===== src/pkg/anps_pkg.sv =====
// package for the negotiation result and setup register bank
// assumes a 125 MHz core clock and a 5-bit register address from the mii side
package anps_pkg;
  // ------------------------------------------------------------
  // register addresses
  // ------------------------------------------------------------
  localparam logic [4:0] ANPS_ADDR_PARTNER_ABILITY = 5'h05;
  localparam logic [4:0] ANPS_ADDR_NEGOTIATION_EXPANSION = 5'h06;
  localparam logic [4:0] ANPS_ADDR_NEGOTIATION_SETUP = 5'h10;

  // ------------------------------------------------------------
  // partner ability field positions
  // ------------------------------------------------------------
  localparam int ANPS_PA_NEXT_PAGE = 15;
  localparam int ANPS_PA_ACK = 14;
  localparam int ANPS_PA_REMOTE_FAULT = 13;
  localparam int ANPS_PA_PAUSE = 10;
  localparam int ANPS_PA_FOUR_PAIR = 9;
  localparam int ANPS_PA_FAST_FD = 8;
  localparam int ANPS_PA_FAST_HD = 7;
  localparam int ANPS_PA_SLOW_FD = 6;
  localparam int ANPS_PA_SLOW_HD = 5;
  localparam int ANPS_PA_SEL_MSB = 4;
  localparam logic [15:0] ANPS_PA_VALID_MASK = 16'he7ff;
  localparam logic [15:0] ANPS_PA_RESET = 16'h0080;
  localparam logic [4:0] ANPS_SEL_CSMA_CD = 5'h01;

  // ------------------------------------------------------------
  // expansion field positions
  // ------------------------------------------------------------
  localparam int ANPS_EX_MULTI_FAULT = 4;
  localparam int ANPS_EX_PARTNER_NP = 3;
  localparam int ANPS_EX_LOCAL_NP = 2;
  localparam int ANPS_EX_PAGE_RX = 1;
  localparam int ANPS_EX_PARTNER_AN = 0;
  localparam logic [15:0] ANPS_EX_RESET = 16'h0000;

  // ------------------------------------------------------------
  // setup field positions
  // ------------------------------------------------------------
  localparam int ANPS_SU_LED_PULSE = 11;
  localparam int ANPS_SU_FAST_TIMER = 10;
  localparam int ANPS_SU_LOOPBACK = 9;
  localparam int ANPS_SU_ABD_SEEN = 2;
  localparam int ANPS_SU_PDF_SEEN = 1;
  localparam int ANPS_SU_LSC_SEEN = 0;
  localparam logic [15:0] ANPS_SU_RESET = 16'h0000;
  localparam logic [15:0] ANPS_SU_RW_MASK = 16'h0e00;

  // ------------------------------------------------------------
  // serial management preamble need after reset
  // ------------------------------------------------------------
  localparam int ANPS_FIRST_PREAMBLE_BITS = 32;
endpackage : anps_pkg


===== src/hw/anps_sync.sv =====
// two-stage synchroniser for a bundle of pin levels
// assumes inputs are asynchronous to clk
`timescale 1ns/1ps
module anps_sync #(
  parameter int W = 1
) (
  // clock and reset
  input wire logic clk,
  input wire logic rst,
  // levels
  input wire logic [W-1:0] d,
  output logic [W-1:0] q
);
  logic [W-1:0] meta_reg;
  logic [W-1:0] meta_next;
  logic [W-1:0] q_reg;
  logic [W-1:0] q_next;

  always_comb begin
    meta_next = d;
    q_next = meta_reg;
  end

  always_ff @(posedge clk) begin
    if (rst) begin
      meta_reg <= '0;
      q_reg <= '0;
    end else begin
      meta_reg <= meta_next;
      q_reg <= q_next;
    end
  end

  assign q = q_reg;
endmodule : anps_sync


===== src/hw/anps_regs.sv =====
// negotiation result and setup register bank
// assumes a management frame engine on clk presents one-cycle read and
// write strobes with a 5-bit register address; the negotiation engine
// reports events as one-cycle pulses on clk; link pulse pin is async.
//
// Function
// RL1: partner ability holds partner's received word, read-only to management
// RL2: with next pages, contents update after each new page received
// RL3: bit 15 shows next page flag, 0 base page, reset 0
// RL4: bit 14 shows partner acknowledge of local word, reset 0
// RL5: bit 13 shows partner remote fault, reset 0
// RL6: bit 10 shows partner pause support, reset 0
// RL7: bits 9, 8, 6 show four pair, fast full, slow full abilities
// RL8: bit 7 fast half duplex, reset 1, set by 100 parallel detect
// RL9: bit 5 slow half duplex, reset 0, set by 10 parallel detect
// RL10: bits 4..0 hold received selector, reset zero; csma/cd is 00001
// RL11: expansion bits 15..5 always read zero
// RL12: expansion bit 4 shows multiple link fault, reset 0
// RL13: expansion bit 3 shows partner next page capable, reset 0
// RL14: expansion bit 2 shows local next page ability, read-only, reset 0
// RL15: expansion bit 1 set on new page, cleared by partner reg read
// RL16: expansion bit 0 shows partner negotiation capable, reset 0
// RL17: setup bit 11 routes link pulses onto fourth led, rw, reset 0
// RL18: setup bit 10 speeds up negotiation timers, rw, reset 0
// RL19: setup bit 9 puts negotiation in loopback, rw, reset 0
// RL20: setup bits 2..0 latch ability detect, pdf, link check states
// RL21: reserved bits read zero; writes to read-only bits ignored
// RL22: management sends 32 preamble bits first after reset, idle between
`timescale 1ns/1ps
module anps_regs
  import anps_pkg::*;
(
  // clock and reset
  input wire logic clk,
  input wire logic rst,
  // management register access
  input wire logic [4:0] mgmt_addr,
  input wire logic mgmt_rd,
  input wire logic mgmt_wr,
  input wire logic [15:0] mgmt_wdata,
  output logic [15:0] mgmt_rdata,
  output logic mgmt_rvalid,
  // negotiation engine results
  input wire logic page_rx_pulse,
  input wire logic [15:0] page_word,
  input wire logic next_page_enabled,
  input wire logic par_detect_100_pulse,
  input wire logic par_detect_10_pulse,
  input wire logic multiple_link_fault,
  input wire logic partner_next_page_capable,
  input wire logic local_next_page_capable,
  input wire logic partner_negotiation_capable,
  input wire logic ability_detect_state,
  input wire logic parallel_fault_state,
  input wire logic link_check_state,
  // line side and led
  input wire logic link_pulse_pin,
  input wire logic fourth_led_output_normal,
  output logic fourth_led_output,
  // setup controls to the negotiation engine
  output logic led_link_pulse_select,
  output logic timer_speedup,
  output logic negotiation_loopback
);
  // ------------------------------------------------------------
  // state
  // ------------------------------------------------------------
  logic [15:0] partner_ability_reg;
  logic [15:0] partner_ability_next;
  logic [4:0] expansion_reg;
  logic [4:0] expansion_next;
  logic [2:0] setup_ctl_reg;
  logic [2:0] setup_ctl_next;
  logic [2:0] setup_flag_reg;
  logic [2:0] setup_flag_next;
  logic [15:0] mgmt_rdata_reg;
  logic [15:0] mgmt_rdata_next;
  logic mgmt_rvalid_reg;
  logic mgmt_rvalid_next;
  logic fourth_led_reg;
  logic fourth_led_next;
  logic page_seen_reg;
  logic page_seen_next;
  logic link_pulse_sync;

  // ------------------------------------------------------------
  // pin synchroniser
  // ------------------------------------------------------------
  anps_sync #(.W(1)) u_pulse_sync (
    .clk(clk),
    .rst(rst),
    .d(link_pulse_pin),
    .q(link_pulse_sync)
  );

  function automatic logic hit(input logic [4:0] a, input logic [4:0] r);
    hit = (a == r);
  endfunction : hit

  function automatic logic [15:0] view_expansion(input logic [4:0] e);
    view_expansion = {11'h000, e}; // RL11
  endfunction : view_expansion

  function automatic logic [15:0] view_setup(input logic [2:0] c,
                                             input logic [2:0] f);
    view_setup = {4'h0, c, 6'h00, f}; // RL21
  endfunction : view_setup

  // ------------------------------------------------------------
  // next state
  // ------------------------------------------------------------
  always_comb begin
    partner_ability_next = partner_ability_reg;
    expansion_next = expansion_reg;
    setup_ctl_next = setup_ctl_reg;
    setup_flag_next = setup_flag_reg;
    mgmt_rdata_next = mgmt_rdata_reg;
    mgmt_rvalid_next = 1'b0;
    page_seen_next = page_seen_reg;

    // base page always loads; later pages only with next pages enabled
    if (page_rx_pulse && (!page_seen_reg || next_page_enabled)) begin
      partner_ability_next = page_word & ANPS_PA_VALID_MASK; // RL1 RL2 RL21
      page_seen_next = 1'b1;
    end
    // parallel detection forces the matching half-duplex ability
    if (par_detect_100_pulse) begin
      partner_ability_next[ANPS_PA_FAST_HD] = 1'b1; // RL8
    end
    if (par_detect_10_pulse) begin
      partner_ability_next[ANPS_PA_SLOW_HD] = 1'b1; // RL9
    end

    expansion_next[ANPS_EX_MULTI_FAULT] = multiple_link_fault; // RL12
    expansion_next[ANPS_EX_PARTNER_NP] = partner_next_page_capable; // RL13
    expansion_next[ANPS_EX_LOCAL_NP] = local_next_page_capable; // RL14
    expansion_next[ANPS_EX_PARTNER_AN] = partner_negotiation_capable; // RL16

    // read clears page flag, but a page arriving same cycle wins
    if (mgmt_rd && hit(mgmt_addr, ANPS_ADDR_PARTNER_ABILITY)) begin
      expansion_next[ANPS_EX_PAGE_RX] = 1'b0; // RL15
    end
    if (page_rx_pulse) begin
      expansion_next[ANPS_EX_PAGE_RX] = 1'b1; // RL15
    end

    // sticky state flags, cleared only by reset
    if (ability_detect_state) begin
      setup_flag_next[ANPS_SU_ABD_SEEN] = 1'b1; // RL20
    end
    if (parallel_fault_state) begin
      setup_flag_next[ANPS_SU_PDF_SEEN] = 1'b1; // RL20
    end
    if (link_check_state) begin
      setup_flag_next[ANPS_SU_LSC_SEEN] = 1'b1; // RL20
    end

    // only the three control bits take writes
    if (mgmt_wr && hit(mgmt_addr, ANPS_ADDR_NEGOTIATION_SETUP)) begin
      setup_ctl_next = mgmt_wdata[ANPS_SU_LED_PULSE:ANPS_SU_LOOPBACK]; // RL21
    end

    if (mgmt_rd) begin
      mgmt_rvalid_next = 1'b1;
      case (mgmt_addr)
        ANPS_ADDR_PARTNER_ABILITY: begin
          mgmt_rdata_next = partner_ability_reg; // RL1
        end
        ANPS_ADDR_NEGOTIATION_EXPANSION: begin
          mgmt_rdata_next = view_expansion(expansion_reg);
        end
        ANPS_ADDR_NEGOTIATION_SETUP: begin
          mgmt_rdata_next = view_setup(setup_ctl_reg, setup_flag_reg);
        end
        default: begin
          mgmt_rdata_next = 16'h0000;
        end
      endcase
    end

    // fourth_led_output shows link pulses when selected
    if (setup_ctl_reg[2]) begin
      fourth_led_next = link_pulse_sync; // RL17
    end else begin
      fourth_led_next = fourth_led_output_normal;
    end
  end

  // ------------------------------------------------------------
  // registers
  // ------------------------------------------------------------
  always_ff @(posedge clk) begin
    if (rst) begin
      partner_ability_reg <= ANPS_PA_RESET; // RL3 RL4 RL5 RL6 RL7 RL10
      expansion_reg <= ANPS_EX_RESET[4:0];
      setup_ctl_reg <= ANPS_SU_RESET[ANPS_SU_LED_PULSE:ANPS_SU_LOOPBACK];
      setup_flag_reg <= ANPS_SU_RESET[ANPS_SU_ABD_SEEN:0];
      mgmt_rdata_reg <= 16'h0000;
      mgmt_rvalid_reg <= 1'b0;
      fourth_led_reg <= 1'b0;
      page_seen_reg <= 1'b0;
    end else begin
      partner_ability_reg <= partner_ability_next;
      expansion_reg <= expansion_next;
      setup_ctl_reg <= setup_ctl_next;
      setup_flag_reg <= setup_flag_next;
      mgmt_rdata_reg <= mgmt_rdata_next;
      mgmt_rvalid_reg <= mgmt_rvalid_next;
      fourth_led_reg <= fourth_led_next;
      page_seen_reg <= page_seen_next;
    end
  end

  // ------------------------------------------------------------
  // outputs
  // ------------------------------------------------------------
  assign mgmt_rdata = mgmt_rdata_reg;
  assign mgmt_rvalid = mgmt_rvalid_reg;
  assign fourth_led_output = fourth_led_reg;
  assign led_link_pulse_select = setup_ctl_reg[2]; // RL17
  assign timer_speedup = setup_ctl_reg[1]; // RL18
  assign negotiation_loopback = setup_ctl_reg[0]; // RL19
endmodule : anps_regs


===== config.mk =====
export PLATFORM = sky130hd
export DESIGN_NAME = anps_regs
export DESIGN_NICKNAME = d
export VERILOG_FILES = /design/src/pkg/anps_pkg.sv /design/src/hw/anps_sync.sv /design/src/hw/anps_regs.sv
export SDC_FILE = /design/constraint.sdc
export NUM_CORES = 1
export LEC_CHECK = 0
export ABC_AREA = 1
export BUFFER_PORTS_ARGS = -buffer_cell sky130_fd_sc_hd__buf_2
export CAP_MARGIN = 20
export CORE_ASPECT_RATIO = 1.4
export CORE_MARGIN = 10
export CORE_UTILIZATION = 47
export CTS_BUF_LIST = sky130_fd_sc_hd__clkbuf_8
export CTS_CLUSTER_DIAMETER = 80
export DETAILED_ROUTE_END_ITERATION = 7
export PLACE_DENSITY = 0.83
export SETUP_SLACK_MARGIN = 0.5
export SLEW_MARGIN = 5
export SYNTH_ARGS = -nofsm -noshare
export SYNTH_HDL_FRONTEND = slang
export SYNTH_HIERARCHICAL = 1
export SYNTH_SLANG_ARGS = --single-unit

===== constraint.sdc =====
create_clock -name clk -period 1.4 [get_ports clk]
set_input_delay 0.07 -clock clk [delete_from_list [all_inputs] [get_ports clk]]
set_output_delay 0.07 -clock clk [all_outputs]
set_load 0.005 [all_outputs]

==> summary.txt <==
Drt
  – Vias: 1645
  – Routed len/inst: 13.9 µm
  – WL final: 4590 µm
  – Drt drc: 0
  – 1st-iter DRT viols: 32
  – Antenna Nets Post-Route: 0
  – DR pass1 iterations: 4
  – Vias/cell: 4.97

Worst setup path
  – Worst reg2reg startpoint: page_seen_reg
  – R2R setup slack: 0.40 ns
  – R2r worst-path depth: 5
  – Crit. End Element: flip-flop
  – Crit start category: flip-flop
  – CP Class: reg -> reg
  – Crit-path max FO: 4
  – Req. time, crit path: 1.63 ns
  – Worst reg2reg path endpoint: partner_ability_reg[8]
  – Worst Path Arrival: 1.23 ns

Logic synthesis
  – Post-synthesis register bit count: 45
  – Sequential area share after synthesis: 0.506
  – Synth async-reset ratio: 0
  – Biggest area consumer among synthesized cells: dfxtp_1
  – Distinct cells, synth: 26
  – Synth top area share: 0.506
  – Post-synth top cells: 45 x dfxtp_1, 45 x nor2_1, 38 x nand2_1, 18 x o21ai_0, 16 x nand3_1
  – Yosys warnings: 6
  – Syn Nets: 277
  – Most used DFF post-synth: dfxtp_1
  – Area contributors post-synth: dfxtp_1 51%, nor2_1 9.5%, nand2_1 8.0%
  – EDFF count, synth: 0
  – Cell count after synthesis: 223
  – Syn Area/Cell: 7.99 µm²
  – Mapped cell area: 1780 µm²

Die
  – I/O pin count: 75
  – Die ar.: 6690 µm²
  – Core area: 3640 µm²
  – Starting Density: 0.489
  – Die Ht: 92.9 µm
  – Row cnt: 26
  – Die X: 72.0 µm

Timing
  – Slew Limit Fails: 0
  – Crit path time final: 1.00 ns
  – Period Utilization, post-route: 0.716
  – Unrepaired setup endpoints after global routing: yes
  – Layout Skew: 0.00313 ns
  – Max Fclk: 997 MHz
  – Final hold violation count: 0
  – Final worst slack: 0.397 ns
  – Final setup viols: 0
  – Setup_tns: 0 ns

Hold path
  – Worst min path class: in -> reg
  – Worst min-delay path startpoint: page_word[7]
  – WHS Endpoint: partner_ability_reg[7]
  – Min-Delay Path Depth: 3

Clock network
  – CTS tree: done
  – CTS Buf Count: 5
  – CTS root buf: clkbuf_8
  – H-Tree Depth: 2
  – Clock tree sinks: 45
  – Clk buf depth: 2
  – Reg clk slew, reported paths: 0.08 ns
  – Worst-Skew Late Latency: 0.29 ns

Pwr
  – P_leak: 1.06 nW
  – VDD IR max: 699 µV
  – Power per Cell Area: 1040 nW/µm²

GRT
  – First-pass GRT wire length: 7850 µm
  – Initial antenna violation count: 0
  – Largest net degree at the start of global routing: 28
  – GRT overflow: 0
  – GRT Overall Usage: 0.142
  – Vias in the first global route: 1814

Placed design
  – RePlAce Congestion: 0.806
  – Detail Placement HPWL: 3260 µm
  – Placed cell area: 2060 µm²
  – # port buffers: 58
  – Post-Place Setup Slack: 0.270 ns

Layout
  – P&R area growth vs syn: 26.7%
  – Nets@finish: 344
  – Layout cells sized above 1: 0.329
  – Util after Layout: 0.620
  – FF+latch area: 905 µm²
  – Area of the multi-input gates: 744 µm²
  – Layout fillers: 343
  – Number of diodes: 0
  – Final instance area: 2260 µm²
  – Max reg flops: 15

Run
  – Max cap viols: 0

Run status
  – Run status: finished clean
==> cells by family after synthesis <==
kind of cell,after synthesis,share of synthesized area
compound gates,40,0.131
buf+inv,27,0.0843
flops,45,0.506
other cells,1,0.00210
simple gates,110,0.277
==> worst max-delay path by stage <==
stage | from | endpoint | slack, ns | cells after the start
2_1_floorplan | page_seen_reg | partner_ability_reg[0] | 0.41 | 6
3_3_place_gp | page_seen_reg | partner_ability_reg[7] | 0.30 | 5
3_5_place_dp | page_seen_reg | partner_ability_reg[1] | 0.27 | 5
4_1_cts | page_seen_reg | partner_ability_reg[1] | 0.42 | 5
5_1_grt | page_seen_reg | partner_ability_reg[2] | 0.32 | 5
6_report | page_seen_reg | partner_ability_reg[8] | 0.40 | 5
==> per-layer routing <==
layer / GRT usage / vias up / part of all wire
met3: 0.0481 / 10 / 0.059
met5: 0 / - / 0
met2: 0.257 / 49 / 0.53
met4: 0.0615 / 0 / 0.025
li1: - / 840 / -
met1: 0.141 / 746 / 0.38
==> report_power, final <==
group	internal (mW)	switching [mW]	total, mW	leakage, nW
clock network	0.328	0.392	0.720	0.0399
registers	1.34	0.0266	1.36	0.371
logic	0.115	0.151	0.266	0.645
==> area by class of cell <==
| type | instances | share of cell area |
|---|---|---|
| Timing Repair Buffer | 70 | 0.181 |
| Clock buffer | 5 | 0.0305 |
| Tap cell | 42 | 0.0233 |
| Sequential cell | 45 | 0.401 |
| Multi-Input combinational cell | 151 | 0.330 |
| Clock inverter | 1 | 0.00222 |
| Inverter | 17 | 0.0327 |
==> critical path, cell delays in order, from the launching register on <==
cell and delay (ns):
dfxtp_2 0.32, inv_2 0.04, o21ai_4 0.20, buf_6 0.15
o21ai_0 0.09, nor2_1 0.13
==> placed cells by master (no fill, tap or decap), drive strengths merged <==
cell type     n
clkbuf        5
buf          62
nand4         3
a21oi        21
conb          1
nor2         49
nand2        41
o21ai        19
dlygate4sd3   8
nand3        17
clkinv        2
inv          16
dfxtp        45
==> what timing repair did <==
action	4_1_cts	5_1_grt
resized for setup	7	4
hold buffers	8	0
pin swaps	2	2
hold endpoints to repair	8	0
setup buffers	2	0
endpoints found under the setup margin	14	20
==> metrics by stage <==
stage               instances  hold WS, ns  total power [mW]
global placement          315        0.257              1.61
finish                    331      0.00391              2.35
CTS                       331      0.00475              2.36
detailed placement        315        0.275              1.62
global route              331       0.0165              2.46
floorplan                 223        0.141              1.54
No activity file was read; power rests on OpenSTA's default activity.
